--- src/verilog/nvsc_pkg.sv ---
// package of constants and carriers for the nv save/restore control block
package nvsc_pkg;
    // ************************************************************
    // control-register target map
    // ************************************************************
    localparam logic [7:0] MEM_CTRL_OFS = 8'h00;
    localparam logic [7:0] SERIAL_FIRST_OFS = 8'h01;
    localparam logic [7:0] SERIAL_LAST_OFS = 8'h08;
    localparam logic [7:0] NV_COMMAND_ENTRY_OFS = 8'haa;
    localparam int PROTECT_LSB = 2;
    localparam int LOCK_BIT = 6;
    localparam logic [7:0] MEM_CTRL_RESET = 8'h00;
    // ************************************************************
    // i2c target addresses (upper nibble)
    // ************************************************************
    localparam logic [3:0] MEM_TARGET_NIB = 4'ha;
    localparam logic [3:0] REG_TARGET_NIB = 4'h3;
    // ************************************************************
    // command bytes
    // ************************************************************
    localparam logic [7:0] CMD_SAVE = 8'h3c;
    localparam logic [7:0] CMD_RESTORE = 8'h60;
    localparam logic [7:0] AUTOSAVE_ON_CMD = 8'h59;
    localparam logic [7:0] AUTOSAVE_OFF_CMD = 8'h19;
    localparam logic [7:0] CMD_SLEEP = 8'hb9;
    // ************************************************************
    // protect ranges (top 17-bit address)
    // ************************************************************
    localparam logic [16:0] QUARTER_BASE = 17'h18000;
    localparam logic [16:0] HALF_BASE = 17'h10000;
    // ************************************************************
    // timing counts in clock cycles
    // ************************************************************
    localparam int SAVE_CYC = 800;
    localparam int RESTORE_CYC = 200;
    localparam int SETTLE_CYC = 100;
    localparam int DOZE_IN_CYC = 100;
    localparam int DOZE_OUT_CYC = 100;
    localparam int REQ_DLY_CYC = 10;
    localparam int HIGH_DRV_CYC = 10;
    localparam int HOLD_CYC = 10;
    // ************************************************************
    // carriers
    // ************************************************************
    // one received byte on the control-register target
    typedef struct packed {
        logic [7:0] ofs;
        logic [7:0] data;
    } nvsc_wr_t;
    // nonvolatile image of the volatile settings
    typedef struct packed {
        logic autosave_en;
        logic serial_lock;
    } nvsc_image_t;
endpackage

--- src/verilog/nvsc_serial_mem.sv ---
// eight-byte serial number store with registered read data
`timescale 1ns/100ps
module nvsc_serial_mem
#(
    parameter int DEPTH = 8
)
(
    input wire logic clk,
    input wire logic rstn,
    input wire logic ce,
    input wire logic we,
    input wire logic [2:0] waddr,
    input wire logic [7:0] wdata,
    input wire logic [2:0] raddr,
    output logic [7:0] rdata
);
    logic [7:0] mem_reg [DEPTH];

    // storage; reset leaves factory zeros
    always_ff @(posedge clk or negedge rstn)
    begin
        if (!rstn)
        begin
            for (int i = 0; i < DEPTH; i++)
                mem_reg[i] <= 8'h00;
            rdata <= 8'h00;
        end
        else if (ce)
        begin
            if (we)
                mem_reg[waddr] <= wdata;
            rdata <= mem_reg[raddr];
        end
    end
endmodule // nvsc_serial_mem

--- src/verilog/nvsc_top.sv ---
// i2c nv save/restore control: protection, lock, commands, busy pin
//
// Contract
// [RULE_01] protect field selects none, quarter, half, all
// [RULE_02] lock bit set once, then serial frozen
// [RULE_03] lock survives power only after a save
// [RULE_04] command register at aa is write only
// [RULE_05] 3c starts unconditional software save
// [RULE_06] 60 restores, nonvolatile cells untouched
// [RULE_07] 59/19 set autosave, settle blocks access
// [RULE_08] factory autosave on, cells zero
// [RULE_09] sleep: settle, busy low, save, doze
// [RULE_10] sleep save only if sram dirty
// [RULE_11] master sends start, target, aa, b9, stop
// [RULE_12] either target address wakes after exit time
// [RULE_13] nack every access during entry and exit
// [RULE_14] master polls addressing until acknowledged
// [RULE_15] write inhibit pin refuses all writes
// [RULE_16] power fail with autosave: block, dirty save
// [RULE_17] restore always at power-up
// [RULE_18] external busy low starts conditional save
// [RULE_19] busy pin low during every save
// [RULE_20] drive busy high briefly after save; after a power-fail save the code goes to NS_PF without it
// [RULE_21] hold access blocked after busy rises
// [RULE_22] external request one clock after last bit
// [RULE_23] protect bits in memory control at 00
// [RULE_24] protected write nacks, counter stays
// [RULE_25] durations are parameterised cycle counts
`timescale 1ns/100ps
module nvsc_top
#(
    parameter int SAVE_CYCLES = nvsc_pkg::SAVE_CYC, // [RULE_25]
    parameter int RESTORE_CYCLES = nvsc_pkg::RESTORE_CYC,
    parameter int SETTLE_CYCLES = nvsc_pkg::SETTLE_CYC,
    parameter int DOZE_IN_CYCLES = nvsc_pkg::DOZE_IN_CYC,
    parameter int DOZE_OUT_CYCLES = nvsc_pkg::DOZE_OUT_CYC,
    parameter int REQ_DLY_CYCLES = nvsc_pkg::REQ_DLY_CYC,
    parameter int HIGH_DRV_CYCLES = nvsc_pkg::HIGH_DRV_CYC,
    parameter int HOLD_CYCLES = nvsc_pkg::HOLD_CYC
)
(
    input wire logic CLK,
    input wire logic RSTN,
    input wire logic CE,
    input wire logic SCL,
    input wire logic SDA_IN,
    output logic SDA_OUT,
    output logic SDA_OE,
    input wire logic WRITE_INHIBIT,
    input wire logic POWER_FAIL,
    input wire logic HW_SAVE_BUSY_IN,
    output logic HW_SAVE_BUSY_OUT,
    output logic HW_SAVE_BUSY_OE,
    input wire logic SRAM_WRITTEN,
    input wire logic [16:0] MEM_ADDR,
    output logic MEM_BLOCKED,
    output logic MEM_WRITE_OK,
    output logic NV_SAVE,
    output logic NV_RESTORE,
    output logic DOZE,
    output logic [7:0] MEM_CTRL,
    output logic [7:0] RD_DATA
);
    // ************************************************************
    // pin synchronisers and scl/sda edge finding
    // ************************************************************
    logic [1:0] scl_sync_reg, sda_sync_reg, busy_sync_reg;
    logic [1:0] pf_sync_reg, wi_sync_reg;
    logic scl_d_reg, sda_d_reg;
    // two flops per pin; scl and sda add a third for edge finding
    always_ff @(posedge CLK or negedge RSTN)
    begin
        if (!RSTN)
        begin
            scl_sync_reg <= 2'h3;
            sda_sync_reg <= 2'h3;
            busy_sync_reg <= 2'h3;
            pf_sync_reg <= 2'h0;
            wi_sync_reg <= 2'h0;
            scl_d_reg <= 1'b1;
            sda_d_reg <= 1'b1;
        end
        else if (CE)
        begin
            scl_sync_reg <= {scl_sync_reg[0], SCL};
            sda_sync_reg <= {sda_sync_reg[0], SDA_IN};
            busy_sync_reg <= {busy_sync_reg[0], HW_SAVE_BUSY_IN};
            pf_sync_reg <= {pf_sync_reg[0], POWER_FAIL};
            wi_sync_reg <= {wi_sync_reg[0], WRITE_INHIBIT};
            scl_d_reg <= scl_sync_reg[1];
            sda_d_reg <= sda_sync_reg[1];
        end
    end
    wire scl_s = scl_sync_reg[1];
    wire sda_s = sda_sync_reg[1];
    wire scl_rise = scl_s & ~scl_d_reg;
    wire scl_fall = ~scl_s & scl_d_reg;
    wire start_ev = scl_s & scl_d_reg & ~sda_s & sda_d_reg;
    wire stop_ev = scl_s & scl_d_reg & sda_s & ~sda_d_reg;
    wire inhibit = wi_sync_reg[1]; // [RULE_15]
    wire busy_low_ext = ~busy_sync_reg[1];

    // ************************************************************
    // i2c byte receiver for the control-register target
    // ************************************************************
    typedef enum {BS_IDLE, BS_ADDR, BS_OFS, BS_DATA, BS_RDATA, BS_IGN}
        nvsc_bus_t;
    nvsc_bus_t bus_reg;
    logic [3:0] bit_reg;
    logic [7:0] sh_reg, ofs_reg;
    logic ack_reg, acking_reg, reg_tgt_reg, nack_next_reg;
    logic wr_pulse_reg, addr_hit_reg;
    nvsc_pkg::nvsc_wr_t wr_reg;
    logic accessible;

    // decode of a completed address byte
    wire [7:0] rx_byte = {sh_reg[6:0], sda_s};
    wire hit_reg_tgt = rx_byte[7:4] == nvsc_pkg::REG_TARGET_NIB;
    wire hit_mem_tgt = rx_byte[7:4] == nvsc_pkg::MEM_TARGET_NIB;
    wire byte_done = scl_rise && bit_reg == 4'h7;

    // receiver: shifts on rising scl, acks on the ninth clock
    always_ff @(posedge CLK or negedge RSTN)
    begin
        if (!RSTN)
        begin
            bus_reg <= BS_IDLE;
            bit_reg <= 4'h0;
            sh_reg <= 8'h00;
            ofs_reg <= 8'h00;
            ack_reg <= 1'b0;
            acking_reg <= 1'b0;
            reg_tgt_reg <= 1'b0;
            wr_pulse_reg <= 1'b0;
            addr_hit_reg <= 1'b0;
            wr_reg <= '0;
        end
        else if (CE)
        begin
            wr_pulse_reg <= 1'b0;
            addr_hit_reg <= 1'b0;
            if (start_ev)
            begin
                bus_reg <= BS_ADDR;
                bit_reg <= 4'h0;
                acking_reg <= 1'b0;
            end
            else if (stop_ev)
            begin
                bus_reg <= BS_IDLE;
                acking_reg <= 1'b0;
            end
            else if (scl_fall && bit_reg == 4'h8)
            begin
                acking_reg <= ack_reg; // drive ack for the ninth clock
                bit_reg <= 4'h9;
            end
            else if (scl_fall && bit_reg == 4'h9)
            begin
                acking_reg <= 1'b0;
                bit_reg <= 4'h0;
                if (!ack_reg)
                    bus_reg <= BS_IGN; // after nack ignore to stop/start
            end
            else if (scl_rise && bit_reg < 4'h8)
            begin
                sh_reg <= rx_byte;
                bit_reg <= bit_reg + 4'h1;
                if (byte_done)
                begin
                    case (bus_reg)
                        BS_ADDR:
                        begin
                            addr_hit_reg <= hit_reg_tgt | hit_mem_tgt;
                            reg_tgt_reg <= hit_reg_tgt;
                            // [RULE_13] [RULE_14] nack while not ready
                            ack_reg <= hit_reg_tgt & accessible;
                            bus_reg <= rx_byte[0] ? BS_RDATA : BS_OFS;
                        end
                        BS_OFS:
                        begin
                            ofs_reg <= rx_byte;
                            ack_reg <= 1'b1;
                            bus_reg <= BS_DATA;
                        end
                        BS_DATA:
                        begin
                            // [RULE_15] [RULE_24] refused write nacks
                            ack_reg <= ~nack_next_reg;
                            wr_pulse_reg <= ~nack_next_reg;
                            wr_reg <= '{ofs: ofs_reg, data: rx_byte};
                            if (!nack_next_reg)
                                ofs_reg <= ofs_reg + 8'h01;
                        end
                        default:
                            ack_reg <= 1'b0;
                    endcase
                end
            end
        end
    end

    // ************************************************************
    // control registers: protect, lock, serial, command
    // ************************************************************
    logic [1:0] protect_level_field_reg;
    logic serial_lock_bit_reg, autosave_en_reg;
    nvsc_pkg::nvsc_image_t image_reg;
    wire is_ctrl = ofs_reg == nvsc_pkg::MEM_CTRL_OFS;
    wire is_cmd = ofs_reg == nvsc_pkg::NV_COMMAND_ENTRY_OFS;
    wire is_serial = ofs_reg >= nvsc_pkg::SERIAL_FIRST_OFS &&
        ofs_reg <= nvsc_pkg::SERIAL_LAST_OFS;
    // unwritable: inhibit pin, locked serial, other offsets
    always_comb
    begin
        nack_next_reg = inhibit; // [RULE_15]
        if (is_serial && serial_lock_bit_reg)
            nack_next_reg = 1'b1; // [RULE_02]
        if (!(is_ctrl || is_cmd || is_serial))
            nack_next_reg = 1'b1;
        if (!reg_tgt_reg)
            nack_next_reg = 1'b1; // memory array is handled elsewhere
    end
    wire wr_ctrl = wr_pulse_reg && wr_reg.ofs == nvsc_pkg::MEM_CTRL_OFS;
    wire wr_cmd = // [RULE_04]
        wr_pulse_reg && wr_reg.ofs == nvsc_pkg::NV_COMMAND_ENTRY_OFS;
    wire wr_serial = wr_pulse_reg && !wr_ctrl && !wr_cmd;

    // command decode into actions
    wire c_save = wr_cmd && wr_reg.data == nvsc_pkg::CMD_SAVE; // [RULE_05]
    wire c_rest = wr_cmd && wr_reg.data == nvsc_pkg::CMD_RESTORE; // [RULE_06]
    wire c_on = wr_cmd && wr_reg.data == nvsc_pkg::AUTOSAVE_ON_CMD;
    wire c_off = wr_cmd && wr_reg.data == nvsc_pkg::AUTOSAVE_OFF_CMD;
    wire c_sleep = wr_cmd && wr_reg.data == nvsc_pkg::CMD_SLEEP; // [RULE_09]

    logic dirty_reg, save_done;
    // settings; lock is sticky-set and cleared only by reset or a restore from an unlocked image
    always_ff @(posedge CLK or negedge RSTN)
    begin
        if (!RSTN)
        begin
            protect_level_field_reg <= 2'h0;
            serial_lock_bit_reg <= 1'b0;
            autosave_en_reg <= 1'b1; // [RULE_08]
            image_reg <= '{autosave_en: 1'b1, serial_lock: 1'b0};
        end
        else if (CE)
        begin
            if (wr_ctrl)
            begin
                // [RULE_23]
                protect_level_field_reg <=
                    wr_reg.data[nvsc_pkg::PROTECT_LSB +: 2];
                if (wr_reg.data[nvsc_pkg::LOCK_BIT])
                    serial_lock_bit_reg <= 1'b1; // [RULE_02]
            end
            if (c_on)
                autosave_en_reg <= 1'b1; // [RULE_07]
            else if (c_off)
                autosave_en_reg <= 1'b0; // [RULE_07]
            if (save_done)
                image_reg <= '{autosave_en: autosave_en_reg,
                    serial_lock: serial_lock_bit_reg}; // [RULE_03]
            if (NV_RESTORE)
            begin
                // the restore pulls settings back from the image
                serial_lock_bit_reg <= image_reg.serial_lock; // [RULE_03]
                autosave_en_reg <= image_reg.autosave_en;
            end
        end
    end
    assign MEM_CTRL = {1'b0, serial_lock_bit_reg, 2'b00,
        protect_level_field_reg, 2'b00};

    // serial number memory
    logic [7:0] serial_rd;
    nvsc_serial_mem #(.DEPTH(8)) u_serial (
        .clk(CLK),
        .rstn(RSTN),
        .ce(CE),
        .we(wr_serial),
        .waddr(3'(wr_reg.ofs - 8'h01)),
        .wdata(wr_reg.data),
        .raddr(3'(ofs_reg - 8'h01)),
        .rdata(serial_rd)
    );

    // ************************************************************
    // array protection lookup
    // ************************************************************
    function automatic logic prot_hit(input logic [1:0] lvl,
        input logic [16:0] a);
        case (lvl)
            2'h1: prot_hit = a >= nvsc_pkg::QUARTER_BASE; // [RULE_01]
            2'h2: prot_hit = a >= nvsc_pkg::HALF_BASE; // [RULE_01]
            2'h3: prot_hit = 1'b1; // [RULE_01]
            default: prot_hit = 1'b0;
        endcase
    endfunction
    // [RULE_15] [RULE_24] array writes refused while protected
    assign MEM_WRITE_OK = ~prot_hit(protect_level_field_reg, MEM_ADDR) &
        ~inhibit & ~MEM_BLOCKED;

    // ************************************************************
    // nonvolatile sequencer
    // ************************************************************
    typedef enum {NS_BOOT, NS_READY, NS_SETTLE, NS_REQDLY, NS_SAVE,
        NS_HIGH, NS_HOLD, NS_RESTORE, NS_DOZE_IN, NS_DOZE, NS_DOZE_OUT,
        NS_PF} nvsc_seq_t;
    nvsc_seq_t seq_reg;
    logic [31:0] cnt_reg;
    logic sleep_pend_reg, pf_pend_reg;

    // dirty: set wins over clear when a write meets a save/restore
    always_ff @(posedge CLK or negedge RSTN)
    begin
        if (!RSTN)
            dirty_reg <= 1'b0;
        else if (CE)
        begin
            if (SRAM_WRITTEN)
                dirty_reg <= 1'b1;
            else if (save_done || NV_RESTORE)
                dirty_reg <= 1'b0;
        end
    end
    wire cnt_zero = cnt_reg == 32'd0;
    assign save_done = seq_reg == NS_SAVE && cnt_zero;
    wire pf_trip = pf_sync_reg[1] & autosave_en_reg; // [RULE_16]

    // sequencer; counts down cnt_reg in each timed state
    always_ff @(posedge CLK or negedge RSTN)
    begin
        if (!RSTN)
        begin
            seq_reg <= NS_BOOT;
            cnt_reg <= 32'(RESTORE_CYCLES); // [RULE_17]
            sleep_pend_reg <= 1'b0;
            pf_pend_reg <= 1'b0;
        end
        else if (CE)
        begin
            if (!cnt_zero)
                cnt_reg <= cnt_reg - 32'd1;
            case (seq_reg)
                NS_BOOT, NS_RESTORE:
                    if (cnt_zero)
                        seq_reg <= NS_READY; // [RULE_06] [RULE_17]
                NS_READY:
                    if (pf_trip)
                    begin
                        pf_pend_reg <= 1'b1;
                        seq_reg <= dirty_reg ? NS_SAVE : NS_PF; // [RULE_16]
                        cnt_reg <= 32'(SAVE_CYCLES);
                    end
                    else if (c_save)
                    begin
                        seq_reg <= NS_SAVE; // [RULE_05]
                        cnt_reg <= 32'(SAVE_CYCLES);
                    end
                    else if (c_rest)
                    begin
                        seq_reg <= NS_RESTORE;
                        cnt_reg <= 32'(RESTORE_CYCLES);
                    end
                    else if (c_on || c_off || c_sleep)
                    begin
                        sleep_pend_reg <= c_sleep;
                        seq_reg <= NS_SETTLE; // [RULE_07] [RULE_09]
                        cnt_reg <= 32'(SETTLE_CYCLES);
                    end
                    else if (busy_low_ext)
                    begin
                        seq_reg <= NS_REQDLY; // [RULE_18]
                        cnt_reg <= 32'(REQ_DLY_CYCLES);
                    end
                NS_SETTLE:
                    if (cnt_zero && sleep_pend_reg)
                    begin
                        // [RULE_10] sleep save only when dirty
                        seq_reg <= dirty_reg ? NS_SAVE : NS_DOZE_IN;
                        cnt_reg <= dirty_reg ? 32'(SAVE_CYCLES)
                            : 32'(DOZE_IN_CYCLES);
                    end
                    else if (cnt_zero)
                        seq_reg <= NS_READY;
                NS_REQDLY:
                    if (cnt_zero)
                    begin
                        // [RULE_18] conditional on dirty
                        seq_reg <= dirty_reg ? NS_SAVE : NS_HOLD;
                        cnt_reg <= dirty_reg ? 32'(SAVE_CYCLES)
                            : 32'(HOLD_CYCLES);
                    end
                NS_SAVE:
                    if (save_done)
                    begin
                        seq_reg <= pf_pend_reg ? NS_PF : NS_HIGH;
                        cnt_reg <= 32'(HIGH_DRV_CYCLES);
                    end
                NS_HIGH:
                    if (cnt_zero)
                    begin
                        seq_reg <= NS_HOLD; // [RULE_20]
                        cnt_reg <= 32'(HOLD_CYCLES);
                    end
                NS_HOLD:
                    if (cnt_zero && busy_sync_reg[1])
                    begin
                        // [RULE_21] then sleep if requested
                        seq_reg <= sleep_pend_reg ? NS_DOZE_IN : NS_READY;
                        cnt_reg <= 32'(DOZE_IN_CYCLES);
                    end
                NS_DOZE_IN:
                    if (cnt_zero)
                    begin
                        seq_reg <= NS_DOZE;
                        sleep_pend_reg <= 1'b0;
                    end
                NS_DOZE:
                    if (addr_hit_reg)
                    begin
                        seq_reg <= NS_DOZE_OUT; // [RULE_12]
                        cnt_reg <= 32'(DOZE_OUT_CYCLES);
                    end
                NS_DOZE_OUT:
                    if (cnt_zero)
                        seq_reg <= NS_READY; // [RULE_12]
                NS_PF:
                    seq_reg <= NS_PF; // held until power returns (reset)
                default:
                    seq_reg <= NS_READY;
            endcase
        end
    end

    // ************************************************************
    // outputs
    // ************************************************************
    assign accessible = seq_reg == NS_READY; // [RULE_13]
    assign MEM_BLOCKED = !accessible || busy_low_ext; // [RULE_16] [RULE_18]
    assign NV_SAVE = seq_reg == NS_SAVE;
    assign NV_RESTORE = (seq_reg == NS_BOOT || seq_reg == NS_RESTORE)
        && cnt_zero;
    assign DOZE = seq_reg == NS_DOZE;
    // busy pin: low during save and the last settle cycle of sleep entry, high drive after a save unless power failed
    wire busy_drive_low = seq_reg == NS_SAVE ||
        (seq_reg == NS_SETTLE && sleep_pend_reg && cnt_zero); // [RULE_19]
    assign HW_SAVE_BUSY_OUT = seq_reg == NS_HIGH; // [RULE_20]
    assign HW_SAVE_BUSY_OE = busy_drive_low || seq_reg == NS_HIGH;
    // sda: ack low on the ninth clock, read data on the regs
    assign SDA_OE = acking_reg;
    assign SDA_OUT = 1'b0;
    assign RD_DATA = (ofs_reg == nvsc_pkg::MEM_CTRL_OFS) ? MEM_CTRL
        : serial_rd;
endmodule // nvsc_top

--- config.mk ---
export PLATFORM = sky130hd
export DESIGN_NAME = nvsc_top
export DESIGN_NICKNAME = d
export VERILOG_FILES = /design/src/verilog/nvsc_pkg.sv /design/src/verilog/nvsc_serial_mem.sv /design/src/verilog/nvsc_top.sv
export SDC_FILE = /design/constraint.sdc
export NUM_CORES = 1
export LEC_CHECK = 0
export ABC_AREA = 1
export BUFFER_PORTS_ARGS = -buffer_cell sky130_fd_sc_hd__buf_2
export CAP_MARGIN = 25
export CORE_MARGIN = 5
export CORE_UTILIZATION = 60
export DETAILED_ROUTE_END_ITERATION = 8
export PLACE_DENSITY_LB_ADDON = 0.08
export SLEW_MARGIN = 40
export SYNTH_ARGS = -nofsm -noshare
export SYNTH_HDL_FRONTEND = slang
export SYNTH_HIERARCHICAL = 1
export SYNTH_SLANG_ARGS = --single-unit
export TNS_END_PERCENT = 50
--- constraint.sdc ---
create_clock -name CLK -period 5.1 [get_ports CLK]
set_input_delay 0.765 -clock CLK [delete_from_list [all_inputs] [get_ports CLK]]
set_output_delay 0.765 -clock CLK [all_outputs]
set_load 0.01 [all_outputs]
==> impl_metrics.ini <==
[synth]
ys.flop_type = dfrtp_1
ys_types = 47
synth_warnings = 6
synth-edff-count = 0
ys_async_sr_fraction_pct = 100
ys_ff_latch = 200
syn_avg_cell_area_um2 = 7.20
synth_cells = 1630
yosysSeqAreaShare_pct = 42.8
syn_area_mm2 = 0.0117

[route]
vias = 10200
drt-wirelength-per-cell_um = 14.5
drcViolationCount = 0
drt-pass1-iter-count = 6
ant_nets = 0
viasPerCell = 5.30
routed_wl_um = 27900
drt_iter0_markers = 845

[floorplan]
dieArea_mm2 = 0.0224
num_rows = 51
core_area_mm2 = 0.0193
die_h_um = 150
die_w_um = 150
initial_core_util_pct = 60.7
io_pins = 51

[clocking]
ctsResizeCount = 0
cts_buffers = 17
root_buffer = clkbuf_16
postCtsHoldBufs = 0
cts_htree_levels = 4
post_cts.repair.setup_buffers = 0
numClockSinks = 200
clock_latency_ns = 0.44
clockBufferDepth = 2
cts_tree = built
clkTransAtPathRegs_ns = 0.08

[global_routing]
antenna_found_initial = 0
grt_usage_pct = 25.7
grt_start_max_net_pins = 124
grt_pass1_vias = 9345
grt_pass1_wl_um = 46400
grt_overflow = 0

[critical_path]
slowest_delay_ns = 0.38
cpMostUsedCell = nand2_1
crit_family = simple AND/OR/NAND/NOR gates
crit_fanout = 11
endpoint_kind = output port
cp_slowest_cell = dfrtp_1
worstPathCellList = nor2_1 > nand2_1 > nor2_4 > nand2_4 > nor2_1 > buf_4 > nand2_1 > inv_1 > nand2_1 > a2111oi_0 > buf_2
crit_required_ns = 4.34
arrival_ns = 2.76
cp-start-kind = flop
cp.buffers_inverters = 3
worstSetupPathType = flop to output port

[cells_and_area]
nets = 1681
syn_to_final_growth_pct = 7.20
n_antenna_cell = 0
fin_util_pct = 65.0
largest_reg_flops = 64
layout-drive-gt1-share_pct = 11.4

[timing]
worst_pin_slew_ns = 0.714
finalClockSkew_ns = 0.00885
fin_crit_sh_pct = 69.2
period_needed_ns = 3.53
rsz0062_at_grt = no
slew_violations = 0
hold_violations = 0
setup_violations = 0
slew_headroom_pct = 52.4
tns_ns = 0
fmax_mhz = 283

[pwr]
leakage_nw = 6.39
power_density_mw_per_mm2 = 413
ir_drop_uv = 227

[worst_hold_path]
hold_class = input pin to asynchronous set/reset pin

[place]
post-dp-hpwl_um = 19300
place_congestion = 0.970
port_buffers = 29

[status]
outcome = completed

[run]
drv_cap = 0
## cells in the final DEF, fill, tap and decap left out, types with 19 or more instances in the layout
master	netlist	layout
a21oi_1	28	28
buf_2	13	28
dfrtp_1	187	187
inv_1	239	238
inv_2	18	19
nand2_1	419	418
nand2_2	27	28
nand3_1	129	129
nand4_1	34	34
nor2_1	197	196
nor3_1	24	24
o21ai_0	73	73
o21ai_1	57	57
xor2_1	19	19
## final cells by class
class,instances,area (um^2)
tap,265,332
sequential,200,5020
inverter,259,975
multi-input combinational,1122,5410
clock inverter,14,141
clock buffer,18,439
fill,1779,6760
timing repair buffer,41,259
## cell families (layout without fill, tap and decap cells)
family | after synthesis | after routing | synth area share, %
AO/OA/AOI/OAI | 192 | 192 | 8.85
adder cells (fa/ha/maj) | 14 | 14 | 1.49
other | 1 | 6 | 0.0320
flip-flops | 200 | 200 | 42.8
XOR/XNOR | 23 | 23 | 1.72
AND/OR/NAND/NOR | 885 | 885 | 33.6
buffers and inverters | 313 | 332 | 11.3
multiplexers | 2 | 2 | 0.192
## synthesized netlist by cell type (2+ instances only)
cell      count  area (um^2)
buf_4        12         90.1
a31oi_1       6         37.5
nand4_1      34          213
mux2_2        2         22.5
ha_1         14          175
nor2_1      197          739
inv_1       239          897
nand3_1     129          646
xnor2_1       4         35.0
buf_6        10          113
or2_2         3         18.8
o21ai_2       5         43.8
and3_1        2         12.5
o21ai_0      73          365
o22ai_1       8         50.1
o21ai_1      57          285
nor4_1        7         43.8
nand3_2       6         60.1
nor3_1       24          120
o31ai_1       5         37.5
nand2_1     419         1570
dfrtp_1     187         4680
nand2_2      27          169
clkinv_2      2         10.0
dfstp_2      13          342
buf_2        13         65.1
inv_2        18         67.6
xor2_1       19          166
o211ai_1      6         45.0
nor2_2       16          100
nand2_4       4         45.0
a21oi_1      28          140
nand3_4       2         35.0
clkbuf_1     16         60.1
buf_1         2         7.51
nor2_4       10          113
## worst register-to-register path, stage by stage (launching register included)
cell and delay (ns):
dfrtp_1 0.38, inv_1 0.18, ha_1 0.18, nand2_1 0.05, nor2_1 0.09, nand2_1 0.12
nor2_1 0.27, nor2_1 0.17, inv_2 0.15, nor2_4 0.07, nand3_2 0.09, nand3_2 0.08
nor3_4 0.19, buf_4 0.25, buf_6 0.20, nand2_1 0.09, nand2_1 0.06
## path summary, 6_finish.rpt
| check | slack [ns] | depth (start not counted) | end | startpoint |
|---|---|---|---|---|
| max in group asynchronous | 3.76 | 2 | cnt_reg[6] | RSTN |
| worst max-delay path | 1.57 | 11 | MEM_WRITE_OK | seq_reg[10] |
| worst min register to register | 0.47 | 2 | scl_sync_reg[1] | scl_sync_reg[0] |
| worst max register to register | 2.42 | 16 | seq_reg[1] | wr_reg[8] |
| worst min-delay path | 0.28 | 1 | u_serial/mem_reg[27] | RSTN |
| min in group CLK | 0.47 | 2 | scl_sync_reg[1] | scl_sync_reg[0] |
## per-layer routing
metal / share of wire [%] / vias to the layer above / global-route usage (%)
li1: - / 5147 / -
met1: 45 / 4667 / 36.3
met2: 46 / 301 / 40.8
met3: 6.1 / 54 / 4.30
met4: 2.6 / 0 / 8.37
met5: 0 / - / 0
## per-stage QoR
| stage | cell area [um^2] | hold slack (ns) | total power, mW | instances | setup slack, ns |
|---|---|---|---|---|---|
| 2_1_floorplan | 11700 | 0.442 | 3.40 | 1635 | 2.43 |
| 4_1_cts | 12600 | 0.346 | 5.21 | 1919 | 1.58 |
| 3_5_place_dp | 12000 | 0.455 | 3.85 | 1887 | 2.06 |
| 3_3_place_gp | 12000 | 0.452 | 3.82 | 1885 | 2.10 |
| 6_report | 12600 | 0.283 | 5.20 | 1919 | 1.57 |
| 5_1_grt | 12600 | 0.340 | 5.56 | 1919 | 1.34 |
## where the power goes
group | internal, mW | switching (mW) | total, mW
clock | 0.700 | 0.636 | 1.34
sequential | 1.76 | 0.174 | 1.93
combinational | 0.605 | 1.32 | 1.93
No activity file was read; power rests on OpenSTA's default activity.
